`config.mk`:
```
export PLATFORM = sky130hd
export DESIGN_NAME = hall_sensor_register_map
export DESIGN_NICKNAME = d
export VERILOG_FILES = /design/src/rtl/hall_regmap_pkg.sv /design/src/rtl/hall_sensor_register_map.sv /design/src/rtl/nv_record_writer.sv /design/src/rtl/duty_cycle_timer.sv
export SDC_FILE = /design/constraint.sdc
export NUM_CORES = 1
export LEC_CHECK = 0
export ABC_AREA = 1
export BUFFER_PORTS_ARGS = -buffer_cell sky130_fd_sc_hd__buf_4
export CORE_AREA = 2 2 160 162
export CTS_CLUSTER_SIZE = 25
export DETAILED_ROUTE_END_ITERATION = 8
export DIE_AREA = 0 0 162 164
export PLACE_DENSITY_LB_ADDON = 0.25
export SLEW_MARGIN = 20
export SYNTH_ARGS = -nofsm -noshare
export SYNTH_HDL_FRONTEND = slang
export SYNTH_SLANG_ARGS = --single-unit
```
`constraint.sdc`:
```
create_clock -name clk_sys -period 3 [get_ports clk_sys]
set_input_delay 0.6 -clock clk_sys [delete_from_list [all_inputs] [get_ports clk_sys]]
set_output_delay 0.6 -clock clk_sys [all_outputs]
set_load 0.1 [all_outputs]
```
`src/rtl/hall_regmap_pkg.sv`:
```
// Register map constants for the three-axis field sensor readout block.
// Assumes a 25 MHz system clock and a register port fed by the serial front end.
package hall_regmap_pkg;

  // ==========================================================================
  // Clock and timing
  localparam int CLK_PERIOD_NS = 40;
  // One inactive tick is 0.5 ms; every inactive duration is a whole number of ticks.
  localparam int INACT_TICK_NS = 500000;
  localparam int INACT_TICK_CYCLES = INACT_TICK_NS / CLK_PERIOD_NS;
  // Inactive durations 0.5, 1, 5, 10, 50, 100, 500 and 1000 ms counted in ticks.
  localparam logic [11:0] INACT_TICKS [8] = '{12'h001, 12'h002, 12'h00A, 12'h014,
                                               12'h064, 12'h0C8, 12'h3E8, 12'h7D0};
  // Nonvolatile record programming time, a plain default of 100 us.
  localparam int NV_PROG_NS = 100000;
  localparam int NV_PROG_CYCLES = NV_PROG_NS / CLK_PERIOD_NS;

  // ==========================================================================
  // Offsets
  localparam logic [7:0] OFS_USER_A = 8'h0D;
  localparam logic [7:0] OFS_USER_B = 8'h0E;
  localparam logic [7:0] OFS_USER_C = 8'h0F;
  localparam logic [7:0] OFS_CTRL = 8'h27;
  localparam logic [7:0] OFS_FIELD_HI = 8'h28;
  localparam logic [7:0] OFS_FIELD_LO = 8'h29;

  // ==========================================================================
  // Fields and reset values
  localparam int USER_W = 26;
  localparam logic [25:0] USER_RESET = 26'h0000000;
  localparam int CTRL_MODE_LSB = 0;
  localparam int CTRL_LOOP_LSB = 2;
  localparam int CTRL_COUNT_LSB = 4;
  localparam logic [1:0] CTRL_MODE_RESET = 2'h0;
  localparam logic [1:0] CTRL_LOOP_RESET = 2'h0;
  localparam logic [2:0] CTRL_COUNT_RESET = 3'h0;
  localparam int HI_X_LSB = 24;
  localparam int HI_Y_LSB = 16;
  localparam int HI_Z_LSB = 8;
  localparam int HI_NEW_BIT = 7;
  localparam int HI_INT_BIT = 6;
  localparam int HI_TEMP_LSB = 0;
  localparam int LO_BUSY_BIT = 20;
  localparam int LO_X_LSB = 16;
  localparam int LO_Y_LSB = 12;
  localparam int LO_Z_LSB = 8;
  localparam int LO_HALL_LSB = 6;
  localparam int LO_TEMP_LSB = 0;

  // ==========================================================================
  // Encodings
  localparam logic [1:0] MODE_ACTIVE = 2'h0;
  localparam logic [1:0] MODE_SLEEP = 2'h1;
  localparam logic [1:0] duty_cycled_power_state = 2'h2;
  localparam logic [1:0] HALL_SINGLE = 2'h0;
  localparam logic [1:0] HALL_DIFF = 2'h1;
  localparam logic [1:0] HALL_COMMON = 2'h2;

endpackage

```
`src/rtl/hall_sensor_register_map.sv`:
```
// Register map of the three-axis field sensor: user storage, control word and
// the two readout words. Assumes the serial front end presents decoded register
// accesses on a word port, all on clk_sys, and raises unlock while the user
// write unlock is active.
module hall_sensor_register_map
#(
  parameter int TICK_CYCLES = hall_regmap_pkg::INACT_TICK_CYCLES,
  parameter int PROG_CYCLES = hall_regmap_pkg::NV_PROG_CYCLES
)
(
  input wire logic clk_sys,
  input wire logic rst,
  input wire logic clk_en,
  input wire logic unlock,
  input wire logic [7:0] reg_addr,
  input wire logic reg_wr,
  input wire logic reg_rd,
  input wire logic [31:0] reg_wdata,
  output logic [31:0] reg_rdata_r,
  output logic reg_rvalid_r,
  input wire logic sample_valid,
  input wire logic [11:0] sample_x,
  input wire logic [11:0] sample_y,
  input wire logic [11:0] sample_z,
  input wire logic [11:0] sample_temp,
  input wire logic [1:0] sample_hall,
  input wire logic int_event,
  input wire logic int_hold_en,
  input wire logic int_record_en,
  output logic int_n_r,
  output logic record_done_r,
  output logic measure_en_r,
  output logic [1:0] power_mode_r,
  output logic [1:0] loop_mode_r
);
  import hall_regmap_pkg::*;

  // ==========================================================================
  // Declarations
  logic [25:0] user_mem_r [3];
  logic [2:0] inact_code_r;
  logic [11:0] x_r;
  logic [11:0] y_r;
  logic [11:0] z_r;
  logic [11:0] temp_r;
  logic [1:0] hall_r;
  logic new_r;
  logic int_flag_r;
  logic int_flag_nxt;
  logic event_q_r;
  logic event_rise;
  logic accept;
  logic wr_ok;
  logic w1c;
  logic hi_read;
  logic nv_busy;
  logic nv_done;
  logic duty_measure;

  // ==========================================================================
  // Address decoding
  function automatic logic is_user(input logic [7:0] a);
    is_user = (a == OFS_USER_A) || (a == OFS_USER_B) || (a == OFS_USER_C);
  endfunction

  function automatic logic [1:0] user_index(input logic [7:0] a);
    user_index = 2'(a - OFS_USER_A);
  endfunction

  assign wr_ok = reg_wr && unlock;
  assign hi_read = reg_rd && (reg_addr == OFS_FIELD_HI);
  assign w1c = wr_ok && (reg_addr == OFS_FIELD_HI) && reg_wdata[HI_INT_BIT];
  assign accept = sample_valid && (power_mode_r != MODE_SLEEP);
  assign event_rise = int_event && !event_q_r;

  // ==========================================================================
  // User storage words
  // user storage
  always_ff @(posedge clk_sys)
  begin
    if (rst)
    begin
      for (int i = 0; i < 3; i++)
        user_mem_r[i] <= USER_RESET;
    end
    else if (clk_en && wr_ok && is_user(reg_addr))
    begin
      user_mem_r[user_index(reg_addr)] <= reg_wdata[USER_W-1:0];
    end
  end

  // ==========================================================================
  // Control word
  // The power-mode field is the only one that software may change while
  // locked, so that a locked host can still put the part to sleep.
  // mode always writable
  always_ff @(posedge clk_sys)
  begin
    if (rst)
      power_mode_r <= CTRL_MODE_RESET;
    else if (clk_en && reg_wr && reg_addr == OFS_CTRL)
      power_mode_r <= reg_wdata[CTRL_MODE_LSB +: 2];
  end

  always_ff @(posedge clk_sys)
  begin
    if (rst)
    begin
      inact_code_r <= CTRL_COUNT_RESET;
      loop_mode_r <= CTRL_LOOP_RESET;
    end
    else if (clk_en && wr_ok && reg_addr == OFS_CTRL)
    begin
      inact_code_r <= reg_wdata[CTRL_COUNT_LSB +: 3];
      loop_mode_r <= reg_wdata[CTRL_LOOP_LSB +: 2];
    end
  end

  // ==========================================================================
  // Operating state
  duty_cycle_timer #(
    .TICK_CYCLES(TICK_CYCLES)
  ) u_duty (
    .clk_sys(clk_sys),
    .rst(rst),
    .clk_en(clk_en),
    .duty_mode(power_mode_r == duty_cycled_power_state),
    .inact_code(inact_code_r),
    .sample_done(accept),
    .measure_r(duty_measure)
  );

  always_ff @(posedge clk_sys)
  begin
    if (rst)
      measure_en_r <= 1'b0;
    else if (clk_en)
    begin
      case (power_mode_r)
        MODE_ACTIVE: measure_en_r <= 1'b1;
        MODE_SLEEP: measure_en_r <= 1'b0;
        duty_cycled_power_state: measure_en_r <= duty_measure;
        default: measure_en_r <= 1'b0;
      endcase
    end
  end

  // ==========================================================================
  // Sample snapshot
  // Both readout words come from one snapshot; the host keeps them paired by
  // fetching them in one burst, since a sample may land between two reads.
  // paired snapshot
  always_ff @(posedge clk_sys)
  begin
    if (rst)
    begin
      x_r <= 12'h000;
      y_r <= 12'h000;
      z_r <= 12'h000;
      temp_r <= 12'h000;
      hall_r <= HALL_SINGLE;
    end
    else if (clk_en && accept)
    begin
      x_r <= sample_x;
      y_r <= sample_y;
      z_r <= sample_z;
      temp_r <= sample_temp;
      hall_r <= sample_hall;
    end
  end

  always_ff @(posedge clk_sys)
  begin
    if (rst)
      new_r <= 1'b0;
    else if (clk_en)
    begin
      if (accept)
        new_r <= 1'b1;
      else if (hi_read)
        new_r <= 1'b0;
    end
  end

  // ==========================================================================
  // Interrupt flag and output
  // flag follows event; with int_hold_en it holds until a write-one clear
  always_comb
  begin
    if (int_event)
      int_flag_nxt = 1'b1;
    else if (!int_hold_en || w1c)
      int_flag_nxt = 1'b0;
    else
      int_flag_nxt = int_flag_r;
  end

  always_ff @(posedge clk_sys)
  begin
    if (rst)
    begin
      int_flag_r <= 1'b0;
      int_n_r <= 1'b1;
      event_q_r <= 1'b0;
    end
    else if (clk_en)
    begin
      int_flag_r <= int_flag_nxt;
      int_n_r <= !int_flag_nxt;
      event_q_r <= int_event;
    end
  end

  // ==========================================================================
  // Interrupt record programming
  // record write busy
  nv_record_writer #(
    .PROG_CYCLES(PROG_CYCLES)
  ) u_nv (
    .clk_sys(clk_sys),
    .rst(rst),
    .clk_en(clk_en),
    .start(event_rise && int_record_en),
    .busy_r(nv_busy),
    .done_r(nv_done)
  );

  always_ff @(posedge clk_sys)
  begin
    if (rst)
      record_done_r <= 1'b0;
    else if (clk_en)
      record_done_r <= nv_done;
  end

  // ==========================================================================
  // Read port
  // reads never locked
  always_ff @(posedge clk_sys)
  begin
    if (rst)
    begin
      reg_rdata_r <= 32'h00000000;
      reg_rvalid_r <= 1'b0;
    end
    else if (clk_en)
    begin
      reg_rvalid_r <= reg_rd;
      if (reg_rd)
      begin
        reg_rdata_r <= 32'h00000000;
        if (is_user(reg_addr))
          reg_rdata_r[USER_W-1:0] <= user_mem_r[user_index(reg_addr)];
        else if (reg_addr == OFS_CTRL)
        begin
          reg_rdata_r[CTRL_COUNT_LSB +: 3] <= inact_code_r;
          reg_rdata_r[CTRL_LOOP_LSB +: 2] <= loop_mode_r;
          reg_rdata_r[CTRL_MODE_LSB +: 2] <= power_mode_r;
        end
        else if (reg_addr == OFS_FIELD_HI)
        begin
          reg_rdata_r[HI_X_LSB +: 8] <= x_r[11:4];
          reg_rdata_r[HI_Y_LSB +: 8] <= y_r[11:4];
          reg_rdata_r[HI_Z_LSB +: 8] <= z_r[11:4];
          reg_rdata_r[HI_NEW_BIT] <= new_r;
          reg_rdata_r[HI_INT_BIT] <= int_flag_r;
          reg_rdata_r[HI_TEMP_LSB +: 6] <= temp_r[11:6];
        end
        else if (reg_addr == OFS_FIELD_LO)
        begin
          reg_rdata_r[LO_BUSY_BIT] <= nv_busy;
          reg_rdata_r[LO_X_LSB +: 4] <= x_r[3:0];
          reg_rdata_r[LO_Y_LSB +: 4] <= y_r[3:0];
          reg_rdata_r[LO_Z_LSB +: 4] <= z_r[3:0];
          reg_rdata_r[LO_HALL_LSB +: 2] <= hall_r;
          reg_rdata_r[LO_TEMP_LSB +: 6] <= temp_r[5:0];
        end
      end
    end
  end
endmodule

```
`src/rtl/nv_record_writer.sv`:
```
// Timer that stands for the nonvolatile programming of the interrupt record bit.
// Assumes start is a one-cycle pulse from logic on clk_sys.
module nv_record_writer
#(
  parameter int PROG_CYCLES = hall_regmap_pkg::NV_PROG_CYCLES
)
(
  input wire logic clk_sys,
  input wire logic rst,
  input wire logic clk_en,
  input wire logic start,
  output logic busy_r,
  output logic done_r
);
  import hall_regmap_pkg::*;

  if (PROG_CYCLES < 1 || PROG_CYCLES > 65535)
    $error("PROG_CYCLES out of range");

  logic [15:0] cnt_r;

  // ==========================================================================
  // Programming sequence
  // self clearing busy
  always_ff @(posedge clk_sys)
  begin
    if (rst)
    begin
      busy_r <= 1'b0;
      done_r <= 1'b0;
      cnt_r <= 16'h0000;
    end
    else if (clk_en)
    begin
      done_r <= 1'b0;
      if (busy_r)
      begin
        if (cnt_r == 16'(PROG_CYCLES - 1))
        begin
          busy_r <= 1'b0;
          done_r <= 1'b1;
        end
        cnt_r <= cnt_r + 16'h0001;
      end
      else if (start)
      begin
        busy_r <= 1'b1;
        cnt_r <= 16'h0000;
      end
    end
  end
endmodule

```
`src/rtl/duty_cycle_timer.sv`:
```
// Active and inactive phase sequencer for duty-cycled low-power operation.
// Assumes sample_done pulses once when the front end finishes a measurement.
module duty_cycle_timer
#(
  parameter int TICK_CYCLES = hall_regmap_pkg::INACT_TICK_CYCLES
)
(
  input wire logic clk_sys,
  input wire logic rst,
  input wire logic clk_en,
  input wire logic duty_mode,
  input wire logic [2:0] inact_code,
  input wire logic sample_done,
  output logic measure_r
);
  import hall_regmap_pkg::*;

  if (TICK_CYCLES < 1 || TICK_CYCLES > 65535)
    $error("TICK_CYCLES out of range");

  typedef enum logic {DC_MEASURE, DC_INACTIVE} duty_state_e;

  duty_state_e state_r;
  logic [15:0] tick_r;
  logic [11:0] unit_r;
  logic unit_end;

  assign unit_end = (tick_r == 16'(TICK_CYCLES - 1))
                    && (unit_r == INACT_TICKS[inact_code] - 12'h001);

  // ==========================================================================
  // Phase sequencing
  // inactive durations
  always_ff @(posedge clk_sys)
  begin
    if (rst)
    begin
      state_r <= DC_MEASURE;
      tick_r <= 16'h0000;
      unit_r <= 12'h000;
    end
    else if (clk_en)
    begin
      case (state_r)
        DC_MEASURE:
        begin
          tick_r <= 16'h0000;
          unit_r <= 12'h000;
          if (duty_mode && sample_done)
            state_r <= DC_INACTIVE;
        end
        DC_INACTIVE:
        begin
          if (!duty_mode || unit_end)
            state_r <= DC_MEASURE;
          if (tick_r == 16'(TICK_CYCLES - 1))
          begin
            tick_r <= 16'h0000;
            unit_r <= unit_r + 12'h001;
          end
          else
            tick_r <= tick_r + 16'h0001;
        end
        default: state_r <= DC_MEASURE;
      endcase
    end
  end

  assign measure_r = (state_r == DC_MEASURE);
endmodule

```
==> results of run 1 <==
worst max-delay path, stage by stage:
cell and delay [ns]:
buf_4 0.10, clkinv_1 0.29, ha_1 0.36, o311ai_1 0.52
nor3_2 0.16, nand2_2 0.12, buf_4 0.33, nor2_1 0.08
area by class of cell:
cell class                 instances  area [µm²]  share of cell area
clock inverter                     9       87.58            0.006532
timing repair buffer             166        1321             0.09854
tap                              330       412.9             0.03079
multi-input combinational        911        4312              0.3215
inverter                         117       439.2             0.03275
sequential                       247        5986              0.4464
clock buffer                      43       850.8             0.06345
per-stage QoR:
stage | utilization | TNS (ns) | area (µm²) | worst slack, ns
after floorplan | - | -5.733 | 11000 | -0.1103
after global placement | 0.5025 | 0 | 12470 | 0.2173
after detailed placement | 0.5025 | 0 | 12470 | 0.1970
after CTS | 0.5403 | 0 | 13410 | 0.7571
after global routing | 0.5403 | 0 | 13410 | 0.5833
final | 0.5403 | 0 | 13410 | 0.7486
flip-flops by register name (all words and copies together), names as in the netlist, 3 cells and up:
name,cells
inact_code_r,3
reg_rdata_r,32
user_mem_r,104
x_r,12
z_r,12
temp_r,12
u_duty.unit_r,12
u_duty.tick_r,16
y_r,12
u_nv.cnt_r,16
synth_stat cells, drive strengths merged:
master | n | share of area
nor2 | 288 | 0.099
nand2 | 181 | 0.064
o21ai | 161 | 0.075
dfxtp | 143 | 0.26
inv | 112 | 0.038
edfxtp | 104 | 0.28
a21oi | 94 | 0.043
nand3 | 52 | 0.024
clkbuf | 51 | 0.017
nor3 | 32 | 0.016
o22ai | 29 | 0.016
buf | 14 | 0.0068
ha | 14 | 0.016
nand4 | 13 | 0.0074
xor2 | 10 | 0.0080
a31oi | 9 | 0.0051
nor3b | 6 | 0.0041
nor4 | 6 | 0.0034
clkinv | 5 | 0.0017
nand3b | 3 | 0.0020
xnor2 | 3 | 0.0024
a211oi | 2 | 0.0014
o21a | 2 | 0.0014
o21bai | 2 | 0.0014
and2 | 1 | 0.00057
o211ai | 1 | 0.00068
o311ai | 1 | 0.00080
o31ai | 1 | 0.00068
routing by layer:
metal,GRT usage,wire length (µm)
met1,0.2922,12920
met2,0.3766,14000
met3,0.02904,1694
met4,0.06557,746
met5,0,0
power by group:
part           switching (µW)  total (µW)  internal [µW]  leakage [µW]
Clock                    1360        3400           2040      0.000467
Sequential               58.9        3680           3620       0.00214
Combinational             517         753            236       0.00276
path summary, 6_finish.rpt:
kind	cells past startpoint	to	start	slack, ns
max	8	user_mem_r[2][18]	reg_addr[0]	0.75
min	1	user_mem_r[3][14]	reg_wdata[14]	0.22
max reg2reg	9	u_duty.tick_r[14]	u_duty.tick_r[0]	0.83
min reg2reg	2	y_r[4]	y_r[4]	0.45
cells by family (layout without fill, tap and decap cells):
group                    count (synthesis)  after routing  synth area share
XOR/XNOR                                13             13           0.01035
adder cells (fa/ha/maj)                 14             14           0.01593
flip-flops                             247            247            0.5443
AND/OR/NAND/NOR                        582            582            0.2199
buffers and inverters                  182            335           0.06417
AO/OA/AOI/OAI                          302            302            0.1453
==> flow_summary_export.csv, run 1 <==
group,metric,value,unit
finish,fill_cells,2298,
clock_tree,tritoncts,"yes",
clock_tree,post_cts_resized,0,
global_route,grt_pass1_vias,9199,
finish,antenna_cells,0,
timing,relSlewSlack,0.6091,
placement,place.gp.congestion,0.8736,
timing,finalHoldViolCount,0,
finish,layoutNonFillerInstCount,1823,
global_route,grt.total_usage,0.2199,
synthesis,yosysWarningCount,0,
setup_path,cp_max_fo,26,
global_route,grt.overflow.total,0,
clock_tree,numCtsBuffers,28,
power,peakVddDrop,0.4411,mV
floorplan,die_area,26570,µm²
routing,drt_pass1_iterations,5,
setup_path,critical_path_class,"primary input to flip-flop",
synthesis,synth_fp_nets,1454,
synthesis,yosysSeqAreaShare,0.5443,
power,power.leakage,0.005373,µW
routing,drt_iter0_drc,770,
finish,fin_nets,1585,
timing,worst_pin_slew,0.5854,ns
floorplan,coreArea,24820,µm²
power,p_per_area,584.4,nW/µm²
setup_path,startpoint_type,"primary input",
floorplan,num_rows,58,
finish,final_common_cell,"nor2_1",
global_route,grt_pass1_wl,46660,µm
timing,fin_skew,0.02502,ns
clock_tree,clockRootBuffer,"clkbuf_16",
clock_tree,hold_buffers,0,
clock_tree,cts_max_level,1,
clock_tree,insertion_delay,0.56,ns
floorplan,fp.dieW,162,µm
global_route,antenna_found_initial,0,
placement,hpwl,20180,µm
synthesis,synth.avg_cell_area,8.207,µm²
timing,slew_violations,0,
routing,drc_errors,0,
finish,area_growth,21.94,%
clock_tree,clk_pin_slew,0.06,ns
setup_path,arrival,2.54,ns
timing,finalCritPeriodShare,0.7505,
synthesis,synth_cells,1340,
power,finalPower,7837,µW
clock_tree,cts.path.max_buffers,3,
floorplan,initial_core_util,0.4431,
placement,dp_cells,1771,
synthesis,synth.cell_area,11000,µm²
routing,vias,9556,
global_route,grt_max_degree,39,
timing,min_period,2.251,ns
routing,post_drt_via_cell_ratio,5.242,
clock_tree,cts.sinks,247,
hold_path,hp-class,"primary input to flip-flop",
synthesis,synth_cell_type_count,37,
job,cap_violations,0,
timing,rsz0062_at_grt,"false",
synthesis,ys_ff_latch,247,
status,status,"completed",
timing,fmax,0.4442,GHz
routing,drtAntennaViolNets,0,
routing,wirelength,29360,µm
placement,portBuffers,133,
floorplan,chipHeight,164,µm
clock_tree,postCtsSetupBuffers,0,
setup_path,cp.required,3.29,ns
routing,post_drt_wl_per_cell,16.10,µm
setup_path,crit_path_end_kind,"flip-flop",
finish,drive_gt1_frac,0.1554,
finish,layout_common_cells,"nor2_1 (284), nand2_1 (174), buf_4 (160)",
floorplan,top_level_ports,140,
timing,hold_slack,0.2245,ns
timing,setup_viol,0,
No activity file was read; power rests on OpenSTA's default activity.
==> run 2, diff against run 1 <==
- clock period: 3 -> 2 ns (I/O delays scaled with it)
==> run 2 against run 1 <==
Total power rose by 44%. Register-to-register slack lost 0.65 ns. Worst hold slack worse by 0.18 ns. Clock-buffer cell count shrank 6. Critical path depth up 1. Utilization is 1.3 points higher. Cell area increased by 2.4%. Setup slack worse by 0.56 ns. Sequential cell count unchanged. Critical endpoint is now u_nv.cnt_r[14]. Largest power group unchanged. Highest routed layer unchanged.
==> flow_summary_export.csv, run 2 (synthesis results as in run 1) <==
group,metric,value,unit
status,status,"completed",
hold_path,hp-class,"primary input to flip-flop",
finish,fill_cells,2352,
finish,top_register,"user_mem_r",
setup_path,arrival,2.27,ns
finish,fin_nets,1618,
setup_path,worst_path_largest_cell_delay,0.37,ns
job,cap_violations,0,
timing,rsz0062_at_grt,"false",
timing,setup_viol,0,
routing,drc_errors,0,
setup_path,crit_family,"simple AND/OR/NAND/NOR gates",
timing,min_period,1.816,ns
setup_path,crit_path_end_kind,"flip-flop",
placement,portBuffers,133,
clock_tree,post_cts_resized,0,
routing,post_drt_via_cell_ratio,5.220,
finish,fin_util,0.5530,
timing,worst_pin_slew,0.5138,ns
clock_tree,cts_max_level,1,
finish,area_growth,24.80,%
placement,pre_cts_ws,-0.08102,ns
setup_path,cp.required,2.46,ns
routing,drtAntennaViolNets,0,
routing,wirelength,30160,µm
finish,largest_reg_flops,104,
timing,fin_skew,0.01986,ns
global_route,antenna_found_initial,1,
setup_path,cpMostUsedCell,"nand2_1",
global_route,use_met1,0.2948,
global_route,grt_max_degree,53,
finish,drive_gt1_frac,0.1742,
timing,finalHoldViolCount,0,
timing,fin_ws,0.1837,ns
timing,setup_tns,0,ns
global_route,met3_usage,0.03030,
clock_tree,hold_buffers,0,
routing,drt_iter0_drc,1004,
clock_tree,clockRootBuffer,"clkbuf_16",
floorplan,fp.dieW,162,µm
clock_tree,postCtsSetupBuffers,0,
finish,final_common_cell,"nor2_1",
routing,post_drt_wl_per_cell,16.28,µm
floorplan,top_level_ports,140,
timing,slew_violations,0,
setup_path,critical_path_class,"flip-flop to flip-flop",
placement,placed_cell_area,12910,µm²
routing,drt_pass1_iterations,5,
global_route,top_usage_layer,"met2",
setup_path,startpoint_type,"flip-flop",
setup_path,cp_max_fo,4,
routing,vias,9668,
floorplan,chipHeight,164,µm
clock_tree,insertion_delay,0.53,ns
finish,layout_common_cells,"nor2_1 (283), buf_4 (190), nand2_1 (171)",
power,power.leakage,0.005533,µW
timing,hold_slack,0.04646,ns
setup_path,worstPathCellList,"ha_1 > inv_1 > nor3_1 > nand4_1 > nor3_4 > nand2_1 > nand2_1 > nand2_1 > nor2_1",
power,p_per_area,821.9,nW/µm²
floorplan,initial_core_util,0.4431,
clock_tree,tritoncts,"yes",
placement,place.gp.congestion,0.8545,
floorplan,die_area,26570,µm²
clock_tree,numCtsBuffers,25,
setup_path,slowest_stage,"dfxtp_1",
global_route,grt.overflow.total,0,
global_route,grt_pass1_vias,9248,
placement,hpwl,21100,µm
global_route,use_met2,0.3911,
timing,relSlewSlack,0.6575,
setup_path,critPathBufInv,1,
clock_tree,cts.path.max_buffers,3,
floorplan,coreArea,24820,µm²
timing,fmax,0.5506,GHz
clock_tree,cts.sinks,247,
finish,final_cell_area,13720,µm²
timing,finalCritPeriodShare,0.9082,
finish,reg.largest.list,"user_mem_r x104, reg_rdata_r x32",
floorplan,num_rows,58,
global_route,grt.total_usage,0.2246,
power,peakVddDrop,0.5746,mV
clock_tree,clk_pin_slew,0.06,ns
global_route,grt_pass1_wl,47350,µm
-- run 2: cell count changes in the layout (fill, tap and decap cells not counted), moves of 3 or more --
cell / change
buf_4: +30
buf_12: +6
clkbuf_1: +5
clkbuf_8: -5
clkbuf_16: -4
nand2_1: -3
nand2_8: +3
-- run 2: worst paths after layout --
| kind | from | slack, ns | endpoint | cells past startpoint |
|---|---|---|---|---|
| worst min register to register | x_r[3] | 0.45 | x_r[3] | 2 |
| worst max-delay path | u_nv.cnt_r[0] | 0.18 | u_nv.cnt_r[14] | 9 |
| worst min-delay path | reg_wdata[17] | 0.05 | user_mem_r[3][17] | 1 |
| worst max register to register | u_nv.cnt_r[0] | 0.18 | u_nv.cnt_r[14] | 9 |
-- run 2: through the flow --
step | total power (µW) | std cells
5_1_grt | 11670 | 1852
3_3_place_gp | 6780 | 1807
6_report | 11280 | 1852
3_5_place_dp | 6797 | 1807
4_1_cts | 11340 | 1851
2_1_floorplan | 6319 | 1340
-- run 2: power breakdown --
part	leakage (µW)	switching, µW	internal, µW	total [µW]
clock network	0.000386	1930	2650	4590
logic	0.00300	788	387	1180
registers	0.00214	83.1	5430	5520
total	0.00553	2800	8480	11300
-- run 2: final cells by class --
class | count | area [µm²] | area share
Sequential cell | 247 | 5988 | 0.4363
Clock inverter | 7 | 98.84 | 0.007202
Multi-Input combinational cell | 911 | 4420 | 0.3221
Antenna cell | 1 | 2.502 | 0.0001823
Timing Repair Buffer | 202 | 1667 | 0.1214
Clock buffer | 37 | 690.7 | 0.05032
Inverter | 117 | 444.2 | 0.03236
Tap cell | 330 | 412.9 | 0.03008
-- run 2: per-layer routing --
metal,routed length [µm],vias to the layer above
li1,-,4800
met1,13190,4594
met2,14810,232
met3,1503,42
met4,658,0
met5,0,-
==> run 3, diff against run 2 <==
==> constraint.sdc (replaced) <==
create_clock -name clk_sys -period 2 [get_ports clk_sys]
set_input_delay 0.4 -clock clk_sys [delete_from_list [all_inputs] [get_ports clk_sys]]
set_output_delay 0.4 -clock clk_sys [all_outputs]
set_load 0.05 [all_outputs]
==> run 3 against run 2 <==
Critical path type unchanged. Utilization grew 0.086 points. Critical path depth grew 2. Die area is the same. Clock power grew 9.8%. Cell area grew 0.16%. Combinational power shrank 13%. Non-clock buffer count shrank 3. Register-to-register slack lost 0.04 ns. Maximum frequency shrank 2.0%. Via count shrank 1.3%. Critical endpoint is now u_duty.state_r.
==> flow_summary_export.csv, run 3 (synthesis results as in run 1) <==
group,metric,value,unit
setup_path,cp.required,2.43,ns
floorplan,num_rows,58,
clock_tree,hold_buffers,0,
timing,fmax,0.5396,GHz
floorplan,fp.dieW,162,µm
clock_tree,cts_max_level,1,
placement,portBuffers,133,
setup_path,startpoint_type,"flip-flop",
power,p_per_area,843.2,nW/µm²
timing,rsz0062_at_grt,"false",
routing,wirelength,30010,µm
setup_path,cpMostUsedCell,"nand2_1",
routing,vias,9538,
finish,drive_gt1_frac,0.1772,
job,cap_violations,0,
power,finalPower,11590,µW
finish,fin_util,0.5538,
clock_tree,clk_pin_slew,0.06,ns
routing,post_drt_wl_per_cell,16.19,µm
status,status,"completed",
placement,hpwl,20910,µm
finish,final_cell_area,13750,µm²
finish,final_common_cell,"nor2_1",
placement,place.gp.congestion,0.9074,
global_route,grt.total_usage,0.2219,
global_route,grt.overflow.total,0,
timing,setup_tns,0,ns
global_route,grt_max_degree,60,
setup_path,worst_path_largest_cell_delay,0.33,ns
setup_path,r2r_slack,0.15,ns
finish,multi_input_area,4414,µm²
timing,hold_slack,0.04208,ns
timing,min_period,1.853,ns
hold_path,hp-class,"primary input to flip-flop",
timing,finalCritPeriodShare,0.9266,
setup_path,cp_max_fo,3,
timing,setup_viol,0,
placement,placed_cell_area,12800,µm²
setup_path,critical_path_class,"flip-flop to flip-flop",
setup_path,worstPathCellList,"inv_1 > ha_1 > nand2_1 > ha_4 > xnor2_1 > nor2_1 > nand2_1 > nor2_2 > nand3_1 > o21bai_1 > a21oi_1",
clock_tree,numCtsBuffers,27,
routing,drc_errors,0,
timing,fin_skew,0.005836,ns
routing,drt_iter0_drc,762,
floorplan,die_area,26570,µm²
setup_path,crit_path_end_kind,"flip-flop",
timing,slew_violations,0,
clock_tree,insertion_delay,0.54,ns
finish,regArea,5986,µm²
floorplan,initial_core_util,0.4431,
finish,top_register,"user_mem_r",
timing,relSlewSlack,0.3808,
floorplan,chipHeight,164,µm
finish,antenna_cells,0,
floorplan,top_level_ports,140,
routing,drt_pass1_iterations,7,
timing,worst_pin_slew,0.9275,ns
finish,largest_reg_flops,104,
setup_path,arrival,2.29,ns
finish,fill_cells,2317,
floorplan,coreArea,24820,µm²
finish,fin_nets,1617,
clock_tree,clockRootBuffer,"clkbuf_16",
global_route,grt_pass1_vias,9111,
routing,post_drt_via_cell_ratio,5.145,
routing,drtAntennaViolNets,0,
clock_tree,cts.path.max_buffers,3,
power,power.leakage,0.005526,µW
clock_tree,tritoncts,"yes",
finish,area_growth,25.00,%
finish,layout_common_cells,"nor2_1 (283), buf_4 (192), nand2_1 (171)",
clock_tree,cts.sinks,247,
power,peakVddDrop,0.8006,mV
finish,reg.largest.list,"user_mem_r x104, reg_rdata_r x32",
global_route,grt_pass1_wl,46930,µm
setup_path,slowest_stage,"dfxtp_1",
timing,finalHoldViolCount,0,
global_route,antenna_found_initial,0,
## run 3: cell count changes in the layout (fill, tap and decap cells not counted), moves of 2 or more
cell / previous run / this run
buf_12: 12 / 7
buf_4: 190 / 192
clkbuf_1: 10 / 8
clkbuf_16: 25 / 27
clkinv_1: 5 / 3
clkinv_2: 3 / 5
clkinvlp_4: 0 / 2
dfxtp_1: 141 / 143
dfxtp_2: 2 / 0
## run 3: routing by layer
metal | up-vias | part of all wire | global-route usage
met5 | - | 0 | 0
met4 | 0 | 0.025 | 0.06154
met3 | 52 | 0.054 | 0.03409
met2 | 253 | 0.49 | 0.3863
met1 | 4415 | 0.44 | 0.2884
li1 | 4818 | - | -
## run 3: final timing paths
kind | startpoint | endpoint | cells past startpoint
worst max register to register | inact_code_r[0] | u_duty.state_r | 11
worst min-delay path | reg_wdata[9] | user_mem_r[3][9] | 1
worst max-delay path | inact_code_r[0] | u_duty.state_r | 11
worst min register to register | temp_r[10] | temp_r[10] | 2
## run 3: report_power, final
group          switching, µW  internal, µW
clock network           2030          3010
logic                    660           374
registers               82.0          5440
total                   2770          8820
## run 3: area by class of cell
type | count | share of cell area
clock buffers | 38 | 0.05434
flip-flops and latches | 247 | 0.4355
inverters | 117 | 0.03259
repair buffers | 199 | 0.1151
multi-input cells | 911 | 0.3211
clock inverters | 12 | 0.01138
well taps | 330 | 0.03004
## run 3: per-stage QoR
step / instances / setup WS [ns]
3_3_place_gp: 1803 / -0.04242
5_1_grt: 1854 / 0.02437
6_report: 1854 / 0.1468
4_1_cts: 1853 / 0.08580
3_5_place_dp: 1803 / -0.06833
2_1_floorplan: 1340 / 0.02708
## run 3: what timing repair did
item,in CTS,in global routing
endpoints found under the setup margin,0,3
gates resized for setup,0,4
buffers inserted,0,1
## run 3: worst max-delay path, delay by kind of cell (launching register included)
family	cells	cell delay, ns
adders and majority gates	2	0.53
and+or+nand+nor	5	0.49
DFF	1	0.33
AOI/OAI and AO/OA	2	0.21
xor gates and xnor gates	1	0.12
buffers and inverters	1	0.06
